--- src/design/trim_status_pkg.sv ---
package trim_status_pkg;

  // ---------------------------------------------------------------
  // Register map
  // ---------------------------------------------------------------
  localparam logic [7:0] OFFS_RESONANCE_Y = 8'h0f;
  localparam logic [7:0] OFFS_RESONANCE_Z = 8'h10;
  localparam logic [7:0] OFFS_STATUS_FIRST = 8'h11;

  // Reset values
  localparam logic [7:0] RST_RESONANCE_Y = 8'h00;
  localparam logic [7:0] RST_RESONANCE_Z = 8'h00;
  localparam logic [7:0] RST_STATUS_FIRST = 8'h80;

  // ---------------------------------------------------------------
  // Field positions of status_flags_first
  // ---------------------------------------------------------------
  localparam int BIT_RELOAD_BUSY = 7;
  localparam int BIT_RELOAD_COMPLETE = 6;
  localparam int BIT_WRITE_ERR = 5;
  localparam int BIT_FIFO_READY = 4;
  localparam int BIT_WATERMARK = 3;
  localparam int BIT_OVERRUN = 2;
  localparam int BIT_FIFO_FULL = 1;
  localparam int BIT_PARITY_ERR = 0;

  // Trim step per count, for software scaling
  localparam int STEP_HZ_Y = 15;
  localparam int STEP_HZ_Z = 10;

  // ---------------------------------------------------------------
  // Timing
  // ---------------------------------------------------------------
  localparam int CLK_PERIOD_NS = 10;
  localparam int RELOAD_TIME_NS = 2200000;
  // Least time, rounded up to whole cycles
  localparam int RELOAD_CYCLES = (RELOAD_TIME_NS + CLK_PERIOD_NS - 1) / CLK_PERIOD_NS;

  // ---------------------------------------------------------------
  // FIFO capacity
  // ---------------------------------------------------------------
  localparam int FIFO_DEPTH = 320;
  localparam int FIFO_DEPTH_THREE_CH = 318;
  localparam int FIFO_PTR_W = 9;

  typedef enum logic [1:0] {
    FIFO_NORMAL,
    FIFO_STREAM,
    FIFO_TRIGGER,
    FIFO_OFF
  } fifo_mode_e;

endpackage

--- src/design/fuse_reload_timer.sv ---
`timescale 1ns/1ps
`default_nettype none

module fuse_reload_timer #(
  parameter int CYCLES = trim_status_pkg::RELOAD_CYCLES
) (
  input wire logic ref_clk_in,
  input wire logic rst_n_in,
  input wire logic restart_in,
  output logic busy_out,
  output logic done_out
);

  localparam int CNT_W = $clog2(CYCLES + 1);
  localparam logic [CNT_W-1:0] LAST = CNT_W'(CYCLES - 1);

  typedef struct packed {
    logic busy;
    logic done;
    logic [CNT_W-1:0] cnt;
  } timer_s;

  timer_s st;
  timer_s next_st;

  // ---------------------------------------------------------------
  // Reload sequencing
  // ---------------------------------------------------------------
  // Busy from reset until the count runs out; a restart begins afresh
  always_comb
  begin
    next_st = st;
    next_st.done = 1'b0;
    if (restart_in)
    begin
      next_st.busy = 1'b1;
      next_st.cnt = '0;
    end
    else if (st.busy)
    begin
      if (st.cnt == LAST)
      begin
        next_st.busy = 1'b0;
        next_st.done = 1'b1;
      end
      else
      begin
        next_st.cnt = st.cnt + 1'b1;
      end
    end
  end

  // Registered state, busy is the reset value
  always_ff @(posedge ref_clk_in)
  begin
    if (!rst_n_in)
    begin
      st <= '0;
      st.busy <= 1'b1;
    end
    else
    begin
      st <= next_st;
    end
  end

  assign busy_out = st.busy;
  assign done_out = st.done;
endmodule

`default_nettype wire

--- src/design/trim_status_regs.sv ---
`timescale 1ns/1ps
`default_nettype none

// Function
// - Y trim: signed byte, 15 Hz steps
// - Z trim: signed byte, 10 Hz steps
// - Reset or soft reset reloads fuses, 2.2 ms
// - Busy bit 7 high until reload ends
// - Busy visible on first interrupt pin
// - Reload end sets sticky complete bit 6
// - Write during busy sets error bit 5
// - Bit 4 high while FIFO holds data
// - Watermark bit 3 on write or overrun ending above level, read-clear
// - SPI: watermark clears after read and deselect
// - Overrun bit 2, pointer to set start
// - First read after overrun is first axis
// - Overrun undefined in normal mode
// - Full bit 1 at 320, or 318
// - Parity sticky bit 0, edge or level source
// - Status read clears parity sticky bit
// - Status at 0x11, resets to 0x80
module trim_status_regs #(
  parameter int RELOAD_CYCLES = trim_status_pkg::RELOAD_CYCLES,
  parameter int DEPTH = trim_status_pkg::FIFO_DEPTH,
  parameter int DEPTH_THREE_CH = trim_status_pkg::FIFO_DEPTH_THREE_CH
) (
  input wire logic ref_clk_in,
  input wire logic rst_n_in,
  input wire logic soft_reset_in,
  input wire logic [7:0] reg_addr_in,
  input wire logic reg_rd_in,
  input wire logic reg_wr_in,
  input wire logic spi_mode_in,
  input wire logic spi_cs_n_in,
  input wire logic [7:0] fuse_trim_y_in,
  input wire logic [7:0] fuse_trim_z_in,
  input wire logic fifo_wr_in,
  input wire logic fifo_rd_in,
  input wire trim_status_pkg::fifo_mode_e fifo_mode_in,
  input wire logic [1:0] chan_count_in,
  input wire logic [8:0] watermark_level_in,
  input wire logic parity_err_in,
  input wire logic edge_vs_level_select_in,
  output logic [7:0] rd_data_out,
  output logic first_irq_pin_out,
  output logic [8:0] fifo_count_out,
  output logic [8:0] fifo_rd_ptr_out,
  output logic [1:0] fifo_rd_axis_out
);

  localparam int PW = trim_status_pkg::FIFO_PTR_W;

  typedef struct packed {
    logic done;
    logic wr_err;
    logic wmark;
    logic wmark_pend;
    logic ovr;
    logic par;
    logic par_prev;
    logic cs_meta;
    logic cs_sync;
    logic [PW-1:0] count;
    logic [PW-1:0] rd_ptr;
    logic [1:0] rd_axis;
    logic [7:0] trim_y;
    logic [7:0] trim_z;
    logic [7:0] rd_data;
    logic irq;
  } regs_s;

  regs_s st;
  regs_s next_st;
  logic busy;
  logic reload_done;

  // ---------------------------------------------------------------
  // Helpers
  // ---------------------------------------------------------------
  // Channels per sample set; zero is treated as one channel
  function automatic logic [1:0] chan_num(input logic [1:0] c);
    chan_num = (c == 2'h0) ? 2'h1 : c;
  endfunction

  // Pointer advance with wrap at the FIFO depth
  function automatic logic [PW-1:0] ptr_add(input logic [PW-1:0] p, input logic [1:0] n);
    logic [PW:0] s;
    s = {1'b0, p} + {{(PW-1){1'b0}}, n};
    if (s >= (PW+1)'(DEPTH))
    begin
      s = s - (PW+1)'(DEPTH);
    end
    ptr_add = s[PW-1:0];
  endfunction

  // Status byte as seen by a read
  function automatic logic [7:0] status_byte(input regs_s s, input logic b, input logic f);
    logic [7:0] v;
    // Busy, ready and full are live levels, so a read never clears them
    v = 8'h00;
    v[trim_status_pkg::BIT_RELOAD_BUSY] = b;
    v[trim_status_pkg::BIT_RELOAD_COMPLETE] = s.done;
    v[trim_status_pkg::BIT_WRITE_ERR] = s.wr_err;
    v[trim_status_pkg::BIT_FIFO_READY] = (s.count != '0);
    v[trim_status_pkg::BIT_WATERMARK] = s.wmark;
    v[trim_status_pkg::BIT_OVERRUN] = s.ovr;
    v[trim_status_pkg::BIT_FIFO_FULL] = f;
    v[trim_status_pkg::BIT_PARITY_ERR] = s.par;
    status_byte = v;
  endfunction

  // ---------------------------------------------------------------
  // Fuse reload timer
  // ---------------------------------------------------------------
  fuse_reload_timer #(
    .CYCLES(RELOAD_CYCLES)
  ) u_reload (
    .ref_clk_in(ref_clk_in),
    .rst_n_in(rst_n_in),
    .restart_in(soft_reset_in),
    .busy_out(busy),
    .done_out(reload_done)
  );

  // ---------------------------------------------------------------
  // Combinational next state
  // ---------------------------------------------------------------
  logic stat_rd;
  logic full;
  logic [PW-1:0] cap;
  logic ovr_evt;
  logic wr_take;
  logic rd_take;
  logic par_set;
  logic [1:0] drop;
  logic [PW-1:0] cnt_after;

  // Capacity shrinks with three channels so sets stay whole
  always_comb
  begin
    cap = (chan_num(chan_count_in) == 2'h3) ? PW'(DEPTH_THREE_CH) : PW'(DEPTH);
    full = (st.count >= cap);
    stat_rd = reg_rd_in && (reg_addr_in == trim_status_pkg::OFFS_STATUS_FIRST);
    ovr_evt = fifo_wr_in && full && (fifo_mode_in == trim_status_pkg::FIFO_STREAM
      || fifo_mode_in == trim_status_pkg::FIFO_TRIGGER);
    wr_take = fifo_wr_in && !full;
    rd_take = fifo_rd_in && (st.count != '0) && !ovr_evt;
    drop = chan_num(chan_count_in) - st.rd_axis;
    // Edge source or live level source
    par_set = edge_vs_level_select_in ? (parity_err_in && !st.par_prev) : parity_err_in;
    cnt_after = st.count;
    if (ovr_evt)
    begin
      cnt_after = st.count - PW'(drop) + 1'b1;
    end
    else if (wr_take && !rd_take)
    begin
      cnt_after = st.count + 1'b1;
    end
    else if (rd_take && !wr_take)
    begin
      cnt_after = st.count - 1'b1;
    end
  end

  always_comb
  begin
    next_st = st;
    next_st.par_prev = parity_err_in;
    // Chip select pin passes two flops; only the second is used
    next_st.cs_meta = spi_cs_n_in;
    next_st.cs_sync = st.cs_meta;
    next_st.count = cnt_after;

    // Read pointer walks axis by axis
    if (ovr_evt)
    begin
      next_st.rd_ptr = ptr_add(st.rd_ptr, drop);
      next_st.rd_axis = 2'h0;
    end
    else if (rd_take)
    begin
      next_st.rd_ptr = ptr_add(st.rd_ptr, 2'h1);
      next_st.rd_axis = (st.rd_axis + 2'h1 >= chan_num(chan_count_in)) ? 2'h0
        : st.rd_axis + 2'h1;
    end

    // Trim values land once the fuse contents are valid
    if (reload_done)
    begin
      next_st.trim_y = fuse_trim_y_in;
      next_st.trim_z = fuse_trim_z_in;
    end

    // Read data, registered; clears below do not affect this byte
    if (reg_rd_in)
    begin
      case (reg_addr_in)
        trim_status_pkg::OFFS_RESONANCE_Y: next_st.rd_data = st.trim_y;
        trim_status_pkg::OFFS_RESONANCE_Z: next_st.rd_data = st.trim_z;
        trim_status_pkg::OFFS_STATUS_FIRST: next_st.rd_data = status_byte(st, busy, full);
        default: next_st.rd_data = 8'h00;
      endcase
    end

    // Read-clear of sticky and event bits; busy, ready, full stay live
    if (stat_rd)
    begin
      next_st.done = 1'b0;
      next_st.wr_err = 1'b0;
      next_st.ovr = 1'b0;
      next_st.par = 1'b0;
      if (spi_mode_in)
      begin
        next_st.wmark_pend = st.wmark;
      end
      else
      begin
        next_st.wmark = 1'b0;
      end
    end

    // Over SPI the watermark waits for deselect before clearing
    if (st.wmark_pend && st.cs_sync)
    begin
      next_st.wmark = 1'b0;
      next_st.wmark_pend = 1'b0;
    end

    // Sets win over read-clear in the same cycle
    if (reload_done)
    begin
      next_st.done = 1'b1;
    end
    if (reg_wr_in && busy)
    begin
      next_st.wr_err = 1'b1;
    end
    if (ovr_evt)
    begin
      next_st.ovr = 1'b1;
    end
    if (par_set)
    begin
      next_st.par = 1'b1;
    end
    if ((wr_take || ovr_evt) && (cnt_after > watermark_level_in))
    begin
      next_st.wmark = 1'b1;
      next_st.wmark_pend = 1'b0;
    end

    // Pin shows reload busy, then the watermark event
    next_st.irq = busy || next_st.wmark;
    // Soft reset drops the completion flag of the earlier reload
    if (soft_reset_in)
    begin
      next_st.done = 1'b0;
    end
  end

  // ---------------------------------------------------------------
  // State register
  // ---------------------------------------------------------------
  // Pin starts high at reset as busy is high; chip select flops start deselected
  always_ff @(posedge ref_clk_in)
  begin
    if (!rst_n_in)
    begin
      st <= '0;
      st.irq <= 1'b1;
      st.cs_meta <= 1'b1;
      st.cs_sync <= 1'b1;
    end
    else
    begin
      st <= next_st;
    end
  end

  assign rd_data_out = st.rd_data;
  assign first_irq_pin_out = st.irq;
  assign fifo_count_out = st.count;
  assign fifo_rd_ptr_out = st.rd_ptr;
  assign fifo_rd_axis_out = st.rd_axis;
endmodule

`default_nettype wire

--- config.mk ---
export PLATFORM = sky130hd
export DESIGN_NAME = trim_status_regs
export DESIGN_NICKNAME = d
export VERILOG_FILES = /design/src/design/trim_status_pkg.sv /design/src/design/fuse_reload_timer.sv /design/src/design/trim_status_regs.sv
export SDC_FILE = /design/constraint.sdc
export NUM_CORES = 1
export LEC_CHECK = 0
export BUFFER_PORTS_ARGS = -buffer_cell sky130_fd_sc_hd__buf_2
export CAP_MARGIN = 10
export CORE_ASPECT_RATIO = 1.75
export CORE_MARGIN = 5
export CORE_UTILIZATION = 63
export DETAILED_ROUTE_END_ITERATION = 6
export PLACE_DENSITY = 0.91
export SLEW_MARGIN = 40
export SYNTH_ARGS = -nofsm -noshare
export SYNTH_HDL_FRONTEND = slang
export SYNTH_SLANG_ARGS = --single-unit
--- constraint.sdc ---
create_clock -name ref_clk_in -period 7.1 [get_ports ref_clk_in]
set_input_delay 1.42 -clock ref_clk_in [delete_from_list [all_inputs] [get_ports ref_clk_in]]
set_output_delay 1.42 -clock ref_clk_in [all_outputs]
set_load 0.05 [all_outputs]
==> qor.tcl <==
set qor(reg2reg_depth) 21
set qor(report.final.setup_viol) 0
set qor(ys_top_cells_by_area) {sky130_fd_sc_hd__dfxtp_1, sky130_fd_sc_hd__ha_1, sky130_fd_sc_hd__mux2i_1, sky130_fd_sc_hd__nor2_1, sky130_fd_sc_hd__buf_4}
set qor(fraction_of_synthesized_cell_area_in_xor_and_xnor_cells) 0.0622
set qor(post_drt_wl_per_cell_um) 17.3
set qor(path_max_fanout) 6
set qor(dominantRegCellSynth) {sky130_fd_sc_hd__dfxtp_1}
set qor(grt_pass1_vias) 5028
set qor(synth.net_count) 731
set qor(min_period_over_period) 0.781
set qor(grtUsageTotal) 0.267
set qor(worst_hold_start) {next_st[45]}
set qor(power_leakage_uw) 0.00252
set qor(worst-setup-path-type) {input pin to flop}
set qor(worst_slew_pin_slew_ns) 0.851
set qor(cts_inserted_buffers) 9
set qor(irDropWorstVdd_mv) 0.207
set qor(setup.worst_path.end_class) {flop}
set qor(ys_seq_elements) 74
set qor(drt_drc_violations_left) 0
set qor(report.final.slew_viol_count) 0
set qor(run_status) {finished, final reports clean}
set qor(synth-edff-count) 0
set qor(r2r_setup_slack_ns) 2.57
set qor(clockRootBuffer) {sky130_fd_sc_hd__clkbuf_16}
set qor(finish.instance_area_mm2) 0.00587
set qor(chipHeight_um) 132
set qor(synth-compound-area-share) 0.146
set qor(first_pass_iters) 5
set qor(fillerInstances) 606
set qor(yosys_warnings) 0
set qor(dieWidth_um) 79.7
set qor(cp_cell_sequence) {buf_2 -> or2b_1 -> inv_1 -> ha_1 -> xnor2_1 -> xnor2_1 -> ha_1 -> inv_1 -> ha_1 -> a21oi_1 -> nor2_1 -> o31a_1 -> o41ai_1 -> xor2_1 -> nor2_1 -> or3_1 -> ha_1 -> nand2_1 -> a21oi_1 -> o41ai_1 -> a21o_1 -> a211oi_1 -> nand2b_1 -> nor3b_1}
set qor(count_of_nets_after_finishing) 767
set qor(ys_types) 70
set qor(achievable-frequency_mhz) 180
set qor(post_cts_resize_count) 0
set qor(htree_levels) 3
set qor(ys_async_sr_fraction) 0
set qor(critical_path.startpoint) {chan_count_in[1]}
set qor(reg_to_reg_startpoint) {fifo_rd_axis_out[0]}
set qor(startpoint_type) {input pin}
set qor(hold-path-cell-count) 1
set qor(critPathArrivalTime_ns) 5.77
set qor(clock_tree_from_tritoncts) {done}
set qor(unrepaired_setup_endpoints_after_global_routing) {false}
set qor(initialDrtViolationCount) 299
set qor(slew_headroom) 0.432
set qor(clk-insertion-delay-late_ns) 0.34
set qor(vias) 4796
set qor(postSynthAreaPerCell_um2) 8.48
set qor(period_minus_slack_ns) 5.55
set qor(clk_path_buf_depth) 2
set qor(hold_viol) 0
set qor(count_of_antenna_violating_nets_left_after_detailed_routing) 0
set qor(crit-reg2reg-capture) {st[50]}
set qor(maximum_number_of_pins_on_one_net_before_global_route_repair) 41
set qor(post_synth_mux_area_share) 0.0872
set qor(setup-tns-final_ns) 0
set qor(worst_setup_hold_path_clk_slew_ns) 0.05
set qor(hold_slack_ns) 0.414
set qor(power.density_cell_area_mw_per_mm2) 324
set qor(post_dp_cell_area_mm2) 0.00555
set qor(cp_slowest_stage_delay_ns) 0.39
set qor(num_antenna_cells) 0
set qor(port_buffers) 76
set qor(initial_cell_density_of_the_core) 0.644
set qor(postCtsHoldBufs) 0
set qor(rows) 44
set qor(avgViaCountPerCell) 6.09
set qor(critical_path_required_ns) 7.32
set qor(grt_pass1_wl_um) 22800
set qor(hold_path.class) {flop to flop}
set qor(die_area_mm2) 0.0105
set qor(cts_setup_buffers) 0
set qor(global_route.overflow_total) 0
set qor(initial_antenna_violation_count) 0
set qor(dominant_combinational_cell_family_by_area_after_synthesis) {simple AND/OR/NAND/NOR gates}
set qor(min_delay_worst_endpoint) {st[45]}
set qor(yosysSeqAreaShare) 0.277
set qor(critPathMostFrequentCell) {sky130_fd_sc_hd__ha_1}
set qor(core_area_mm2) 0.00831
set qor(finalNonFillerCells) 787
set qor(area_leader_netlist) {sky130_fd_sc_hd__dfxtp_1}
set qor(crit_slowest_cell) {sky130_fd_sc_hd__or3_1}
set qor(wirelength_um) 13700
set qor(post_synth_and_or_nand_nor_area_fraction) 0.215
set qor(adder_cell_area_share_of_the_yosys_netlist) 0.124
set qor(layout-drive-gt1-share) 0.173
set qor(place_inst) 771
set qor(fin_worst_skew_ns) 0.00920
set qor(synthDominantCellAreaShare) 0.277
set qor(ioPinCount) 77
set qor(finalWeightedCongestion) 0.906
set qor(area.growth.synth_to_final_pct) 9.70
set qor(dp_hpwl_um) 9930
set qor(maxcap_violations) 0
set qor(clkSinkCount) 74
set qor(mappedNetlistArea_mm2) 0.00535
set qor(post_synth_inst_count) 631
## layer usage
layer,track usage,up-vias,routed length (um)
met3,0.0554,56,759
met1,0.277,2298,4980
li1,-,2266,-
met4,0.154,0,632
met5,0,-,0
met2,0.480,176,7280
## worst max-delay path by stage
stage	slack (ns)	end
3_5_place_dp	1.34	st[50]
5_1_grt	1.32	first_irq_pin_out
6_report	1.55	st[50]
3_3_place_gp	1.50	st[50]
2_1_floorplan	1.94	first_irq_pin_out
4_1_cts	1.64	st[50]
## report_power, final
part           switching (uW)  internal [uW]  total, uW
clock network             182            309        491
logic                     561            337        899
registers                67.1            448        515
## area by class of cell
| cell class | count | area [um2] | share of cell area |
|---|---|---|---|
| inverter | 36 | 135 | 0.0230 |
| multi-input combinational | 469 | 3400 | 0.580 |
| clock inverter | 6 | 90.1 | 0.0153 |
| sequential | 74 | 1480 | 0.253 |
| timing repair buffer | 77 | 388 | 0.0661 |
| clock buffer | 10 | 229 | 0.0390 |
| tap | 115 | 144 | 0.0245 |
## critical path, delay by kind of cell
family,cells,cell delay (ns)
compound gates,7,1.43
xor+xnor,3,0.61
buf+inv,3,0.27
simple gates,7,1.09
fa+ha+maj,4,0.95
## cell usage after synthesis, types with 3 or more instances
| cell | number |
|---|---|
| sky130_fd_sc_hd__nor2_1 | 89 |
| sky130_fd_sc_hd__dfxtp_1 | 74 |
| sky130_fd_sc_hd__ha_1 | 50 |
| sky130_fd_sc_hd__mux2i_1 | 44 |
| sky130_fd_sc_hd__nand2_1 | 38 |
| sky130_fd_sc_hd__inv_1 | 35 |
| sky130_fd_sc_hd__a21oi_1 | 29 |
| sky130_fd_sc_hd__buf_4 | 28 |
| sky130_fd_sc_hd__nand3_1 | 20 |
| sky130_fd_sc_hd__xnor2_1 | 20 |
| sky130_fd_sc_hd__xor2_1 | 18 |
| sky130_fd_sc_hd__a211oi_1 | 16 |
| sky130_fd_sc_hd__nand4_1 | 16 |
| sky130_fd_sc_hd__clkbuf_1 | 12 |
| sky130_fd_sc_hd__nor3_1 | 12 |
| sky130_fd_sc_hd__nand2b_1 | 9 |
| sky130_fd_sc_hd__and3_1 | 7 |
| sky130_fd_sc_hd__o21a_1 | 7 |
| sky130_fd_sc_hd__buf_2 | 6 |
| sky130_fd_sc_hd__nor2b_1 | 6 |
| sky130_fd_sc_hd__o21ai_0 | 6 |
| sky130_fd_sc_hd__nor4_1 | 5 |
| sky130_fd_sc_hd__a311oi_1 | 4 |
| sky130_fd_sc_hd__buf_6 | 4 |
| sky130_fd_sc_hd__o211a_1 | 4 |
| sky130_fd_sc_hd__or3_1 | 4 |
| sky130_fd_sc_hd__a211o_1 | 3 |
| sky130_fd_sc_hd__a21o_1 | 3 |
| sky130_fd_sc_hd__and2_1 | 3 |
| sky130_fd_sc_hd__nor3b_1 | 3 |
| sky130_fd_sc_hd__o31ai_1 | 3 |
## registers in the layout (all words and copies together) (netlist names)
signal / cells
fifo_count_out: 9
fifo_rd_axis_out: 2
fifo_rd_ptr_out: 9
first_irq_pin_out: 1
next_st: 1
rd_data_out: 8
st: 24
u_reload.busy_out: 1
u_reload.done_out: 1
u_reload.st: 18
## cells by family after synthesis
kind of cell,count (synthesis)
adder cells (fa/ha/maj),52
XOR/XNOR,38
AND/OR/NAND/NOR,231
buffers and inverters,88
AO/OA/AOI/OAI,102
multiplexers,46
flip-flops,74
## placed cells by master, fill, tap and decap left out, drive strengths merged, types with 7 or more instances in the layout
| cell | Yosys | routed |
|---|---|---|
| mux2i | 44 | 44 |
| dfxtp | 74 | 74 |
| nand2 | 40 | 40 |
| nand3 | 20 | 20 |
| nor3 | 12 | 12 |
| buf | 40 | 77 |
| nor2 | 89 | 89 |
| xnor2 | 20 | 20 |
| inv | 35 | 36 |
| a21oi | 29 | 29 |
| o21ai | 9 | 9 |
| nand2b | 9 | 9 |
| o21a | 7 | 7 |
| ha | 50 | 50 |
| nand4 | 16 | 16 |
| clkbuf | 12 | 10 |
| and3 | 7 | 7 |
| a211oi | 16 | 16 |
| xor2 | 18 | 18 |
## through the flow
step | setup slack, ns | total power, uW | util
final | 1.55 | 1910 | 0.706
after global routing | 1.32 | 2020 | 0.706
after CTS | 1.64 | 1890 | 0.706
after detailed placement | 1.34 | 1400 | 0.667
after global placement | 1.50 | 1360 | 0.667
after floorplan | 1.94 | 1220 | -
(Power assumes the default switching activity.)
